==> config.mk <==
export PLATFORM = sky130hd
export DESIGN_NAME = cmk_marker_fsm
export DESIGN_NICKNAME = d
export VERILOG_FILES = /design/src/hdl/cmk_pkg.sv /design/src/hdl/cmk_marker_fsm.sv
export VERILOG_INCLUDE_DIRS = /design/src /design/src/hdl
export SDC_FILE = /design/constraint.sdc
export NUM_CORES = 1
export LEC_CHECK = 0
export ABC_CLOCK_PERIOD_IN_PS = 5200
export BUFFER_PORTS_ARGS = -buffer_cell sky130_fd_sc_hd__buf_2
export CAP_MARGIN = 0
export CORE_ASPECT_RATIO = 1.4
export CORE_MARGIN = 5
export CORE_UTILIZATION = 60
export DETAILED_ROUTE_END_ITERATION = 7
export PLACE_DENSITY = 0.86
export SLEW_MARGIN = 20
export SYNTH_ARGS = -nofsm -noshare
export SYNTH_HDL_FRONTEND = slang
export SYNTH_SLANG_ARGS = --single-unit
==> constraint.sdc <==
create_clock -name clk -period 5.2 [get_ports clk]
set_clock_uncertainty 0.1 [all_clocks]
set_input_delay 1.04 -clock clk [delete_from_list [all_inputs] [get_ports clk]]
set_output_delay 1.04 -clock clk [all_outputs]
set_load 0.03 [all_outputs]
==> src/hdl/cmk_params.svh <==
// Timing counts and reset values for the cable marker connection controller
`ifndef CMK_PARAMS_SVH
`define CMK_PARAMS_SVH

// Supply stability limit, in microseconds, and clock rate in MHz
`define CMK_STABLE_LIMIT_US 2000
`define CMK_CLK_MHZ 100
// Cycles allowed from supply appearance to the assigned state
`define CMK_STABLE_LIMIT_CYC (`CMK_STABLE_LIMIT_US * `CMK_CLK_MHZ)
// Width of the stability counter
`define CMK_CNT_W 24
// Reset value of the termination enable (present)
`define CMK_TERM_RESET 1'b1

`endif

==> src/hdl/cmk_pkg.sv <==
// Types for the cable marker connection controller
package cmk_pkg;

   // Connection state, Gray coded along power-on to assigned path
   typedef enum logic [0:0] {
      CMK_POWER_ON = 1'b0,
      CMK_ADDR_ASSIGNED = 1'b1
   } cmk_state_e;

   // Address the marker answers
   typedef enum logic [0:0] {
      CMK_ADDR_PRIME = 1'b0,
      CMK_ADDR_DPRIME = 1'b1
   } cmk_addr_e;

endpackage

==> src/hdl/cmk_marker_fsm.sv <==
// Connection state machine of a cable marker chip
`timescale 1ns/1ns
`include "cmk_params.svh"

module cmk_marker_fsm
   import cmk_pkg::*;
#(
   parameter int unsigned STABLE_LIMIT_CYC = `CMK_STABLE_LIMIT_CYC,
   parameter bit MULTI_MARKER = 1'b0
) (
   input wire logic clk,
   input wire logic rst,
   input wire logic supplyOk,
   input wire logic bootDone,
   input wire logic addrStrap,
   input wire logic hardResetSeen,
   input wire logic cableResetSeen,
   input wire logic msgValid,
   input wire logic msgForPrime,
   input wire logic msgForDPrime,
   output logic msgAccept,
   output logic termPresent,
   output logic supplyDraw,
   output logic addrAssigned,
   output logic answersDPrime,
   output logic stableFault
);

   // ==========================================================
   // State record
   // ==========================================================
   typedef struct packed {
      logic [2:0] supSync;          // Supply level synchroniser
      logic supLvl;                 // Last level stages 2 and 3 agreed on
      cmk_state_e state;            // Connection state
      logic strapTaken;             // Strap caught after reset release
      cmk_addr_e addr;              // Fixed answer address
      logic [`CMK_CNT_W-1:0] cnt;   // Cycles since supply appeared
      logic fault;                  // Stability limit overrun, sticky
      logic term;                   // Ra termination enable
   } cmk_st_s;

   cmk_st_s st_reg;
   cmk_st_s st_next;
   logic supStable;   // Supply level after agreement of stages 2 and 3
   logic forceReset;  // Any event that restarts the marker
   logic addrHit;     // Message matches this marker's address

   // Accepted supply level: it moves only when stages two and three
   // agree, so a one-cycle dip on the supply pin is not taken as a
   // loss; the price is one more cycle before a real loss is seen
   assign supStable = (st_reg.supSync[1] == st_reg.supSync[2]) ?
      st_reg.supSync[2] : st_reg.supLvl;
   assign forceReset = ~supStable | hardResetSeen | cableResetSeen;

   // Address match; a lone marker never claims the second address
   always_comb begin
      if (st_reg.addr == CMK_ADDR_DPRIME) begin
         addrHit = msgForDPrime;
      end else begin
         addrHit = msgForPrime;
      end
   end

   // ==========================================================
   // Next state
   // ==========================================================
   always_comb begin
      st_next = st_reg;
      st_next.supSync = {st_reg.supSync[1:0], supplyOk};
      // Remember the agreed level for cycles in which the stages differ
      st_next.supLvl = supStable;
      // Strap caught once, after reset; never again while powered
      if (!st_reg.strapTaken) begin
         st_next.strapTaken = 1'b1;
         if (MULTI_MARKER && addrStrap) begin
            st_next.addr = CMK_ADDR_DPRIME;
         end else begin
            st_next.addr = CMK_ADDR_PRIME;
         end
      end
      unique case (st_reg.state)
         CMK_POWER_ON: begin
            // Ra stays while booting or while supply is absent
            st_next.term = 1'b1;
            if (!supStable) begin
               st_next.cnt = '0;
            end else begin
               if (st_reg.cnt != '1) begin
                  st_next.cnt = st_reg.cnt + 1'b1;
               end
               // Overrun is flagged but boot may still finish late
               if (st_reg.cnt >= (`CMK_CNT_W)'(STABLE_LIMIT_CYC)) begin
                  st_next.fault = 1'b1;
               end
               if (bootDone && !hardResetSeen && !cableResetSeen) begin
                  st_next.state = CMK_ADDR_ASSIGNED;
                  st_next.term = 1'b0;
               end
            end
         end
         CMK_ADDR_ASSIGNED: begin
            st_next.term = 1'b0;
            if (forceReset) begin
               st_next.state = CMK_POWER_ON;
               st_next.cnt = '0;
               st_next.term = 1'b1;
            end
         end
      endcase
   end

   // ==========================================================
   // Registers; power-on reset also returns to power-on
   // ==========================================================
   always_ff @(posedge clk or posedge rst) begin
      if (rst) begin
         st_reg.supSync <= 3'h0;
         st_reg.supLvl <= 1'b0;
         st_reg.state <= CMK_POWER_ON;
         st_reg.strapTaken <= 1'b0;
         st_reg.addr <= CMK_ADDR_PRIME;
         st_reg.cnt <= '0;
         st_reg.fault <= 1'b0;
         st_reg.term <= `CMK_TERM_RESET;
      end else begin
         st_reg <= st_next;
      end
   end

   // ==========================================================
   // Outputs
   // ==========================================================
   // Messages are taken only when assigned and addressed to us
   assign msgAccept = msgValid & addrHit & ~forceReset &
      (st_reg.state == CMK_ADDR_ASSIGNED);
   assign termPresent = st_reg.term;
   // Every marker draws supply while the supply is stable, the second-address one included
   assign supplyDraw = supStable &
      (MULTI_MARKER || st_reg.addr == CMK_ADDR_PRIME);
   assign addrAssigned = (st_reg.state == CMK_ADDR_ASSIGNED);
   assign answersDPrime = (st_reg.addr == CMK_ADDR_DPRIME);
   assign stableFault = st_reg.fault;
endmodule

==> metrics.md, run 1 <==
| Metric | Value |
|---|---|
| Multi-input gate area | `926 µm²` |
| Hold Buf Count CTS | `0` |
| Post-layout min period | `3.29 ns` |
| Final Cycle Share | `63.3%` |
| Critical path depth in cells | `5` |
| Initial antenna violation count | `0` |
| Vias in the first global route | `1,587` |
| Crit start category | `input pin` |
| TritonRoute pass-1 iters | `5` |
| First-pass GRT wire length | `7360 µm` |
| DR vias/cell | `7.19` |
| Commonest non-fill, non-tap cell in the layout | `dfrtp_1` |
| Critical Path Fanout Max | `10` |
| Storage cell area | `777 µm²` |
| Final HPWL DP | `2990 µm` |
| Fill cell count | `228` |
| Initial core utilization | `62.6%` |
| Wirelength, routed | `4400 µm` |
| Count of pins over their slew limit | `0` |
| Die width | `56.6 µm` |
| Total CTS buffers | `5` |
| Fmax | `304 MHz` |
| Worst Path Required | `4.06 ns` |
| Largest net degree at the start of global routing | `32` |
| Drt wl/cell | `18.6 µm` |
| Unrepaired setup endpoints after global routing | `no` |
| IO buf count | `12` |
| DRC errors left | `0` |
| Post-route cell area | `1930 µm²` |
| Reg clk slew, reported paths | `0.06 ns` |
| Synth area leader | `dfrtp_1` |
| CP max stage delay | `0.43 ns` |
| Number of enable flip-flop cells after synthesis | `0` |
| Clk Tree Root Cell | `clkbuf_8` |
| Hold path depth | `0` |
| Clk_lat worst skew | `0.29 ns` |
| # Max-Cap Violations | `0` |
| Clock Sinks | `31` |
| Crit path max-delay family | `simple AND/OR/NAND/NOR gates` |
| Initial drt markers | `122` |
| Final hold vios | `0` |
| Synthesized cell area | `1820 µm²` |
| Max-slew headroom | `52.9%` |
| Post-synth net total | `203` |
| Worst hold path type | `flip-flop to flip-flop` |
| CTS H-tree depth | `2` |
| Synth-to-Final Area Change | `6.05%` |
| Aggregate global routing overflow | `0` |
| Setup violations, final | `0` |
| Synth Warn # | `0` |
| Final layout net count | `210` |
| Proportion of netlist area held by the largest area contributor | `41.2%` |
| Io pins | `16` |
| ANT nets after route | `0` |
| All-Layer GR Usage | `22.7%` |
| Cell area power density | `269 nW/µm²` |
| Distinct cell type count after synthesis | `48` |
| Maximum VDD drop | `0.000237 V` |
| Register bit count reported by yosys | `31` |
| Syn_area_per_cell | `9.53 µm²` |
| Post-CTS sizing | `0` |
| Sequence of cells on the critical path | `buf_2 > nor2_1 > and3_1 > and3_1 > buf_2` |
| Die Ht | `75.2 µm` |
| CTS tree | `yes` |
| Synth area leaders | `dfrtp_1, a31oi_1, a21oi_1` |
| Most frequent cells in the layout | `dfrtp_1, a31oi_1, a21oi_1, buf_2, o21ai_0` |
| # diodes | `0` |
| Status | `finished, final reports clean` |
| Reg2Reg Depth | `6` |
| Post-CTS Setup Bufs | `0` |
| Slew @ Worst Pin | `0.707 ns` |
| Arr. time, crit path | `2.15 ns` |
| Kind of critical path | `input pin to output pin` |
| Via count | `1,696` |
| Total core area | `2910 µm²` |
| Buf+Inv Stages, Crit Path | `2` |
| FFs w/ async S/R, synth | `100%` |
| Post-Syn Instances | `191` |
| Hold Slack | `0.250 ns` |
| # rows | `23` |
| Largest register FFs | `26` |
| Routability cong. | `0.919` |
| Sequential share of the synthesized area | `42.7%` |
| Critical path capture point type | `output pin` |
| Share of cells above drive strength 1 | `16.1%` |
| Most used DFF post-synth | `dfrtp_1` |
| CP max stage cell | `and3_1` |
| Area after DPL | `1840 µm²` |
| Setup tns final | `0 ns` |
| Die area | `4250 µm²` |
| CTS max path bufs | `2` |
| Leak pwr | `0.879 nW` |
## worst paths after layout
kind	start	end	slack, ns
worst min-delay path	st_next[31]$_DFF_PP0_	st_next[32]$_DFF_PP0_	0.25
worst min register to register	st_next[31]$_DFF_PP0_	st_next[32]$_DFF_PP0_	0.25
min in group asynchronous	rst	st_reg[23]$_DFFE_PP0P_	0.72
worst max register to register	st_reg[3]$_DFFE_PP0P_	st_reg[17]$_DFFE_PP0P_	2.84
worst max-delay path	hardResetSeen	msgAccept	1.91
max in group asynchronous	rst	st_reg[32]$_DFF_PP0_	3.87
## layout make-up
| type | instances | share of cell area, % |
|---|---|---|
| Inverter | 8 | 1.56 |
| Sequential cell | 31 | 40.2 |
| Timing Repair Buffer | 12 | 3.11 |
| Clock buffer | 7 | 4.47 |
| Clock inverter | 1 | 0.259 |
| Tap cell | 37 | 2.40 |
| Multi-Input combinational cell | 140 | 48.0 |
## cells by family after synthesis
kind of cell	after synthesis	synth area share (%)
fa+ha+maj	3	1.92
compound gates	71	26.5
buf+inv	20	6.46
flops	31	42.7
other cells	1	0.206
mux	2	1.17
simple gates	63	21.1
## stage by stage
step	setup slack [ns]	std cells	util, %	total power, mW
after floorplan	2.25	191	-	0.317
after detailed placement	1.92	228	63.3	0.329
after global placement	1.97	228	63.3	0.325
after global routing	1.85	236	66.4	0.547
after CTS	1.93	236	66.4	0.524
final	1.91	236	66.4	0.520
## metal layers
| layer | vias to the layer above | GRT usage, % | part of all wire (%) |
|---|---|---|---|
| met3 | 20 | 6.35 | 9.3 |
| met5 | - | 0 | 0 |
| met2 | 116 | 38.8 | 52 |
| li1 | 761 | - | - |
| met4 | 0 | 14.5 | 3.4 |
| met1 | 799 | 25.0 | 36 |
## Yosys cell counts, drive strengths merged (4+ instances only)
| cell | number |
|---|---|
| dfrtp | 30 |
| a31oi | 21 |
| a21oi | 12 |
| o21ai | 11 |
| nand4 | 10 |
| nor2 | 10 |
| buf | 8 |
| inv | 8 |
| nand2 | 7 |
| nand3 | 7 |
| and3 | 6 |
| and2 | 5 |
| nor3 | 5 |
| clkbuf | 4 |
| nor4 | 4 |
## worst reg2reg max path, stage by stage, from the launching register on
cell and delay [ns]:
dfrtp_1 0.43, ha_1 0.25, nand3_1 0.27, nor4_1 0.32, and3_1 0.52, nor4_1 0.11
a211o_1 0.25
## where the power goes
part / leakage, nW / internal [mW] / switching (mW)
clock: 0.0482 / 0.106 / 0.0867
combinational: 0.413 / 0.0209 / 0.0380
sequential: 0.417 / 0.253 / 0.0143
total: 0.879 / 0.381 / 0.139
Power figures use the tool's default switching activity.
==> inputs of run 2 (changes only) <==
--- a/config.mk
+++ b/config.mk
@@ -6,14 +6,14 @@
 export SDC_FILE = /design/constraint.sdc
 export NUM_CORES = 1
 export LEC_CHECK = 0
-export ABC_CLOCK_PERIOD_IN_PS = 5200
+export ABC_CLOCK_PERIOD_IN_PS = 3000
 export BUFFER_PORTS_ARGS = -buffer_cell sky130_fd_sc_hd__buf_2
 export CAP_MARGIN = 0
 export CORE_ASPECT_RATIO = 1.4
 export CORE_MARGIN = 5
-export CORE_UTILIZATION = 60
+export CORE_UTILIZATION = 53
 export DETAILED_ROUTE_END_ITERATION = 7
-export PLACE_DENSITY = 0.86
+export PLACE_DENSITY = 0.81
 export SLEW_MARGIN = 20
 export SYNTH_ARGS = -nofsm -noshare
 export SYNTH_HDL_FRONTEND = slang
==> constraint.sdc (replaced) <==
create_clock -name clk -period 3 [get_ports clk]
set_clock_uncertainty 0.1 [all_clocks]
set_input_delay 0.6 -clock clk [delete_from_list [all_inputs] [get_ports clk]]
set_output_delay 0.6 -clock clk [all_outputs]
set_load 0.03 [all_outputs]
==> metrics.md, run 2 (synthesized netlist as in run 1, its figures left out) <==
| Metric | Value |
|---|---|
| Status | `finished, final reports clean` |
| Critical path capture point type | `output pin` |
| Die area | `4720 µm²` |
| Synth-to-Final Area Change | `8.32%` |
| Final hold vios | `0` |
| Leak pwr | `0.898 nW` |
| Share of cells above drive strength 1 | `16.3%` |
| DRC errors left | `0` |
| Critical Path Fanout Max | `10` |
| Buf+Inv Stages, Crit Path | `1` |
| Die width | `59.5 µm` |
| Cell area power density | `490 nW/µm²` |
| # Max-Cap Violations | `0` |
| Aggregate global routing overflow | `0` |
| CP max stage delay | `0.45 ns` |
| Largest net degree at the start of global routing | `32` |
| Total CTS buffers | `5` |
| Initial antenna violation count | `0` |
| Sequence of cells on the critical path | `maj3_1 > and3_1 > and3_1 > buf_2` |
| R2R setup slack | `0.74 ns` |
| Commonest non-fill, non-tap cell in the layout | `dfrtp_1` |
| Via count | `1,621` |
| DR vias/cell | `6.70` |
| Worst hold path type | `flip-flop to flip-flop` |
| CTS max path bufs | `2` |
| Vias in the first global route | `1,491` |
| ANT nets after route | `0` |
| CTS H-tree depth | `2` |
| IO buf count | `12` |
| Maximum VDD drop | `0.000355 V` |
| Initial core utilization | `54.4%` |
| Initial drt markers | `71` |
| CP most frequent cell | `and3_1` |
| First-pass GRT wire length | `6980 µm` |
| Count of pins over their slew limit | `0` |
| Max-slew headroom | `52.8%` |
| Critical path depth in cells | `4` |
| Setup violations, final | `0` |
| Final layout net count | `213` |
| # diodes | `0` |
| Reg clk slew, reported paths | `0.06 ns` |
| Slew @ Worst Pin | `0.704 ns` |
| Hold Buf Count CTS | `0` |
| Unrepaired setup endpoints after global routing | `no` |
| Post-CTS Setup Bufs | `0` |
| Arr. time, crit path | `1.86 ns` |
| Crit start category | `flip-flop` |
| Die Ht | `79.3 µm` |
| Worst R2R Start | `st_reg[3]$_DFFE_PP0P_` |
| Worst Path Required | `2.30 ns` |
| Clk_lat worst skew | `0.30 ns` |
| Post-CTS sizing | `0` |
| Crit path max-delay family | `simple AND/OR/NAND/NOR gates` |
| CTS tree | `yes` |
| Routability cong. | `0.928` |
| Critical Path End | `msgAccept` |
| # rows | `25` |
| Post-layout min period | `2.56 ns` |
| Drt wl/cell | `17.0 µm` |
| Wirelength, routed | `4110 µm` |
| Setup tns final | `0 ns` |
| Kind of critical path | `flip-flop to output pin` |
| Setup crit start | `st_next[32]$_DFF_PP0_` |
| Fmax | `391 MHz` |
| Final core utilization | `58.9%` |
| Most frequent cells in the layout | `dfrtp_1, a31oi_1, a21oi_1, buf_2, o21ai_0` |
| Final Cycle Share | `85.2%` |
| Final HPWL DP | `2910 µm` |
| All-Layer GR Usage | `19.6%` |
| Fill cell count | `276` |
| Area after DPL | `1870 µm²` |
| Overall power | `0.965 mW` |
| Largest register FFs | `26` |
| Clk Tree Root Cell | `clkbuf_8` |
| TritonRoute pass-1 iters | `4` |
| Hold Slack | `0.255 ns` |
| Post-route cell area | `1970 µm²` |
| Clock Sinks | `31` |
| Reg2Reg Depth | `6` |
| Total core area | `3350 µm²` |
| CP max stage cell | `maj3_1` |
| Worst reg2reg path endpoint | `st_reg[13]$_DFFE_PP0P_` |
| Io pins | `16` |
[run 2: changes by cell type in the layout (fill, tap and decap cells not counted)]
cell	change
clkinv_2	-1
inv_1	+1
inv_2	-1
clkbuf_8	-1
buf_4	+3
bufinv_16	+1
clkbuf_1	+1
[run 2: worst min-delay path by stage]
stage,from,end,slack [ns],cells after the start
2_1_floorplan,st_next[31]$_DFF_PP0_,st_next[32]$_DFF_PP0_,0.23,0
3_3_place_gp,st_next[31]$_DFF_PP0_,st_next[32]$_DFF_PP0_,0.23,0
3_5_place_dp,st_next[31]$_DFF_PP0_,st_next[32]$_DFF_PP0_,0.24,0
4_1_cts,st_next[31]$_DFF_PP0_,st_next[32]$_DFF_PP0_,0.26,0
5_1_grt,st_next[31]$_DFF_PP0_,st_next[32]$_DFF_PP0_,0.27,0
6_report,st_next[31]$_DFF_PP0_,st_next[32]$_DFF_PP0_,0.25,0
[run 2: area by class of cell]
cell class,instances,area (µm²),area share (%)
sequential,31,777,39.4
clock buffer,7,76.3,3.87
tap,40,50.0,2.54
clock inverter,1,30.0,1.52
timing repair buffer,15,82.6,4.19
inverter,8,30.0,1.52
multi-input combinational,140,926,47.0
[run 2: routing by layer]
| metal | GRT usage [%] | routed length, µm | up-vias |
|---|---|---|---|
| met5 | 0 | 0 | - |
| met4 | 9.31 | 82 | 0 |
| met3 | 6.34 | 246 | 9 |
| met2 | 32.1 | 2120 | 56 |
| met1 | 22.6 | 1660 | 779 |
| li1 | - | - | 777 |
[run 2: report_power, final]
part	total, mW	leakage [nW]	internal, mW	switching [mW]
Clock	0.402	0.0524	0.248	0.154
Combinational	0.101	0.429	0.0370	0.0636
Sequential	0.463	0.417	0.439	0.0236
[run 2: stage by stage]
stage          std cells  setup WS [ns]
2_1_floorplan        191          0.758
3_3_place_gp         234          0.638
3_5_place_dp         234          0.621
4_1_cts              242          0.421
5_1_grt              242          0.347
6_report             242          0.444
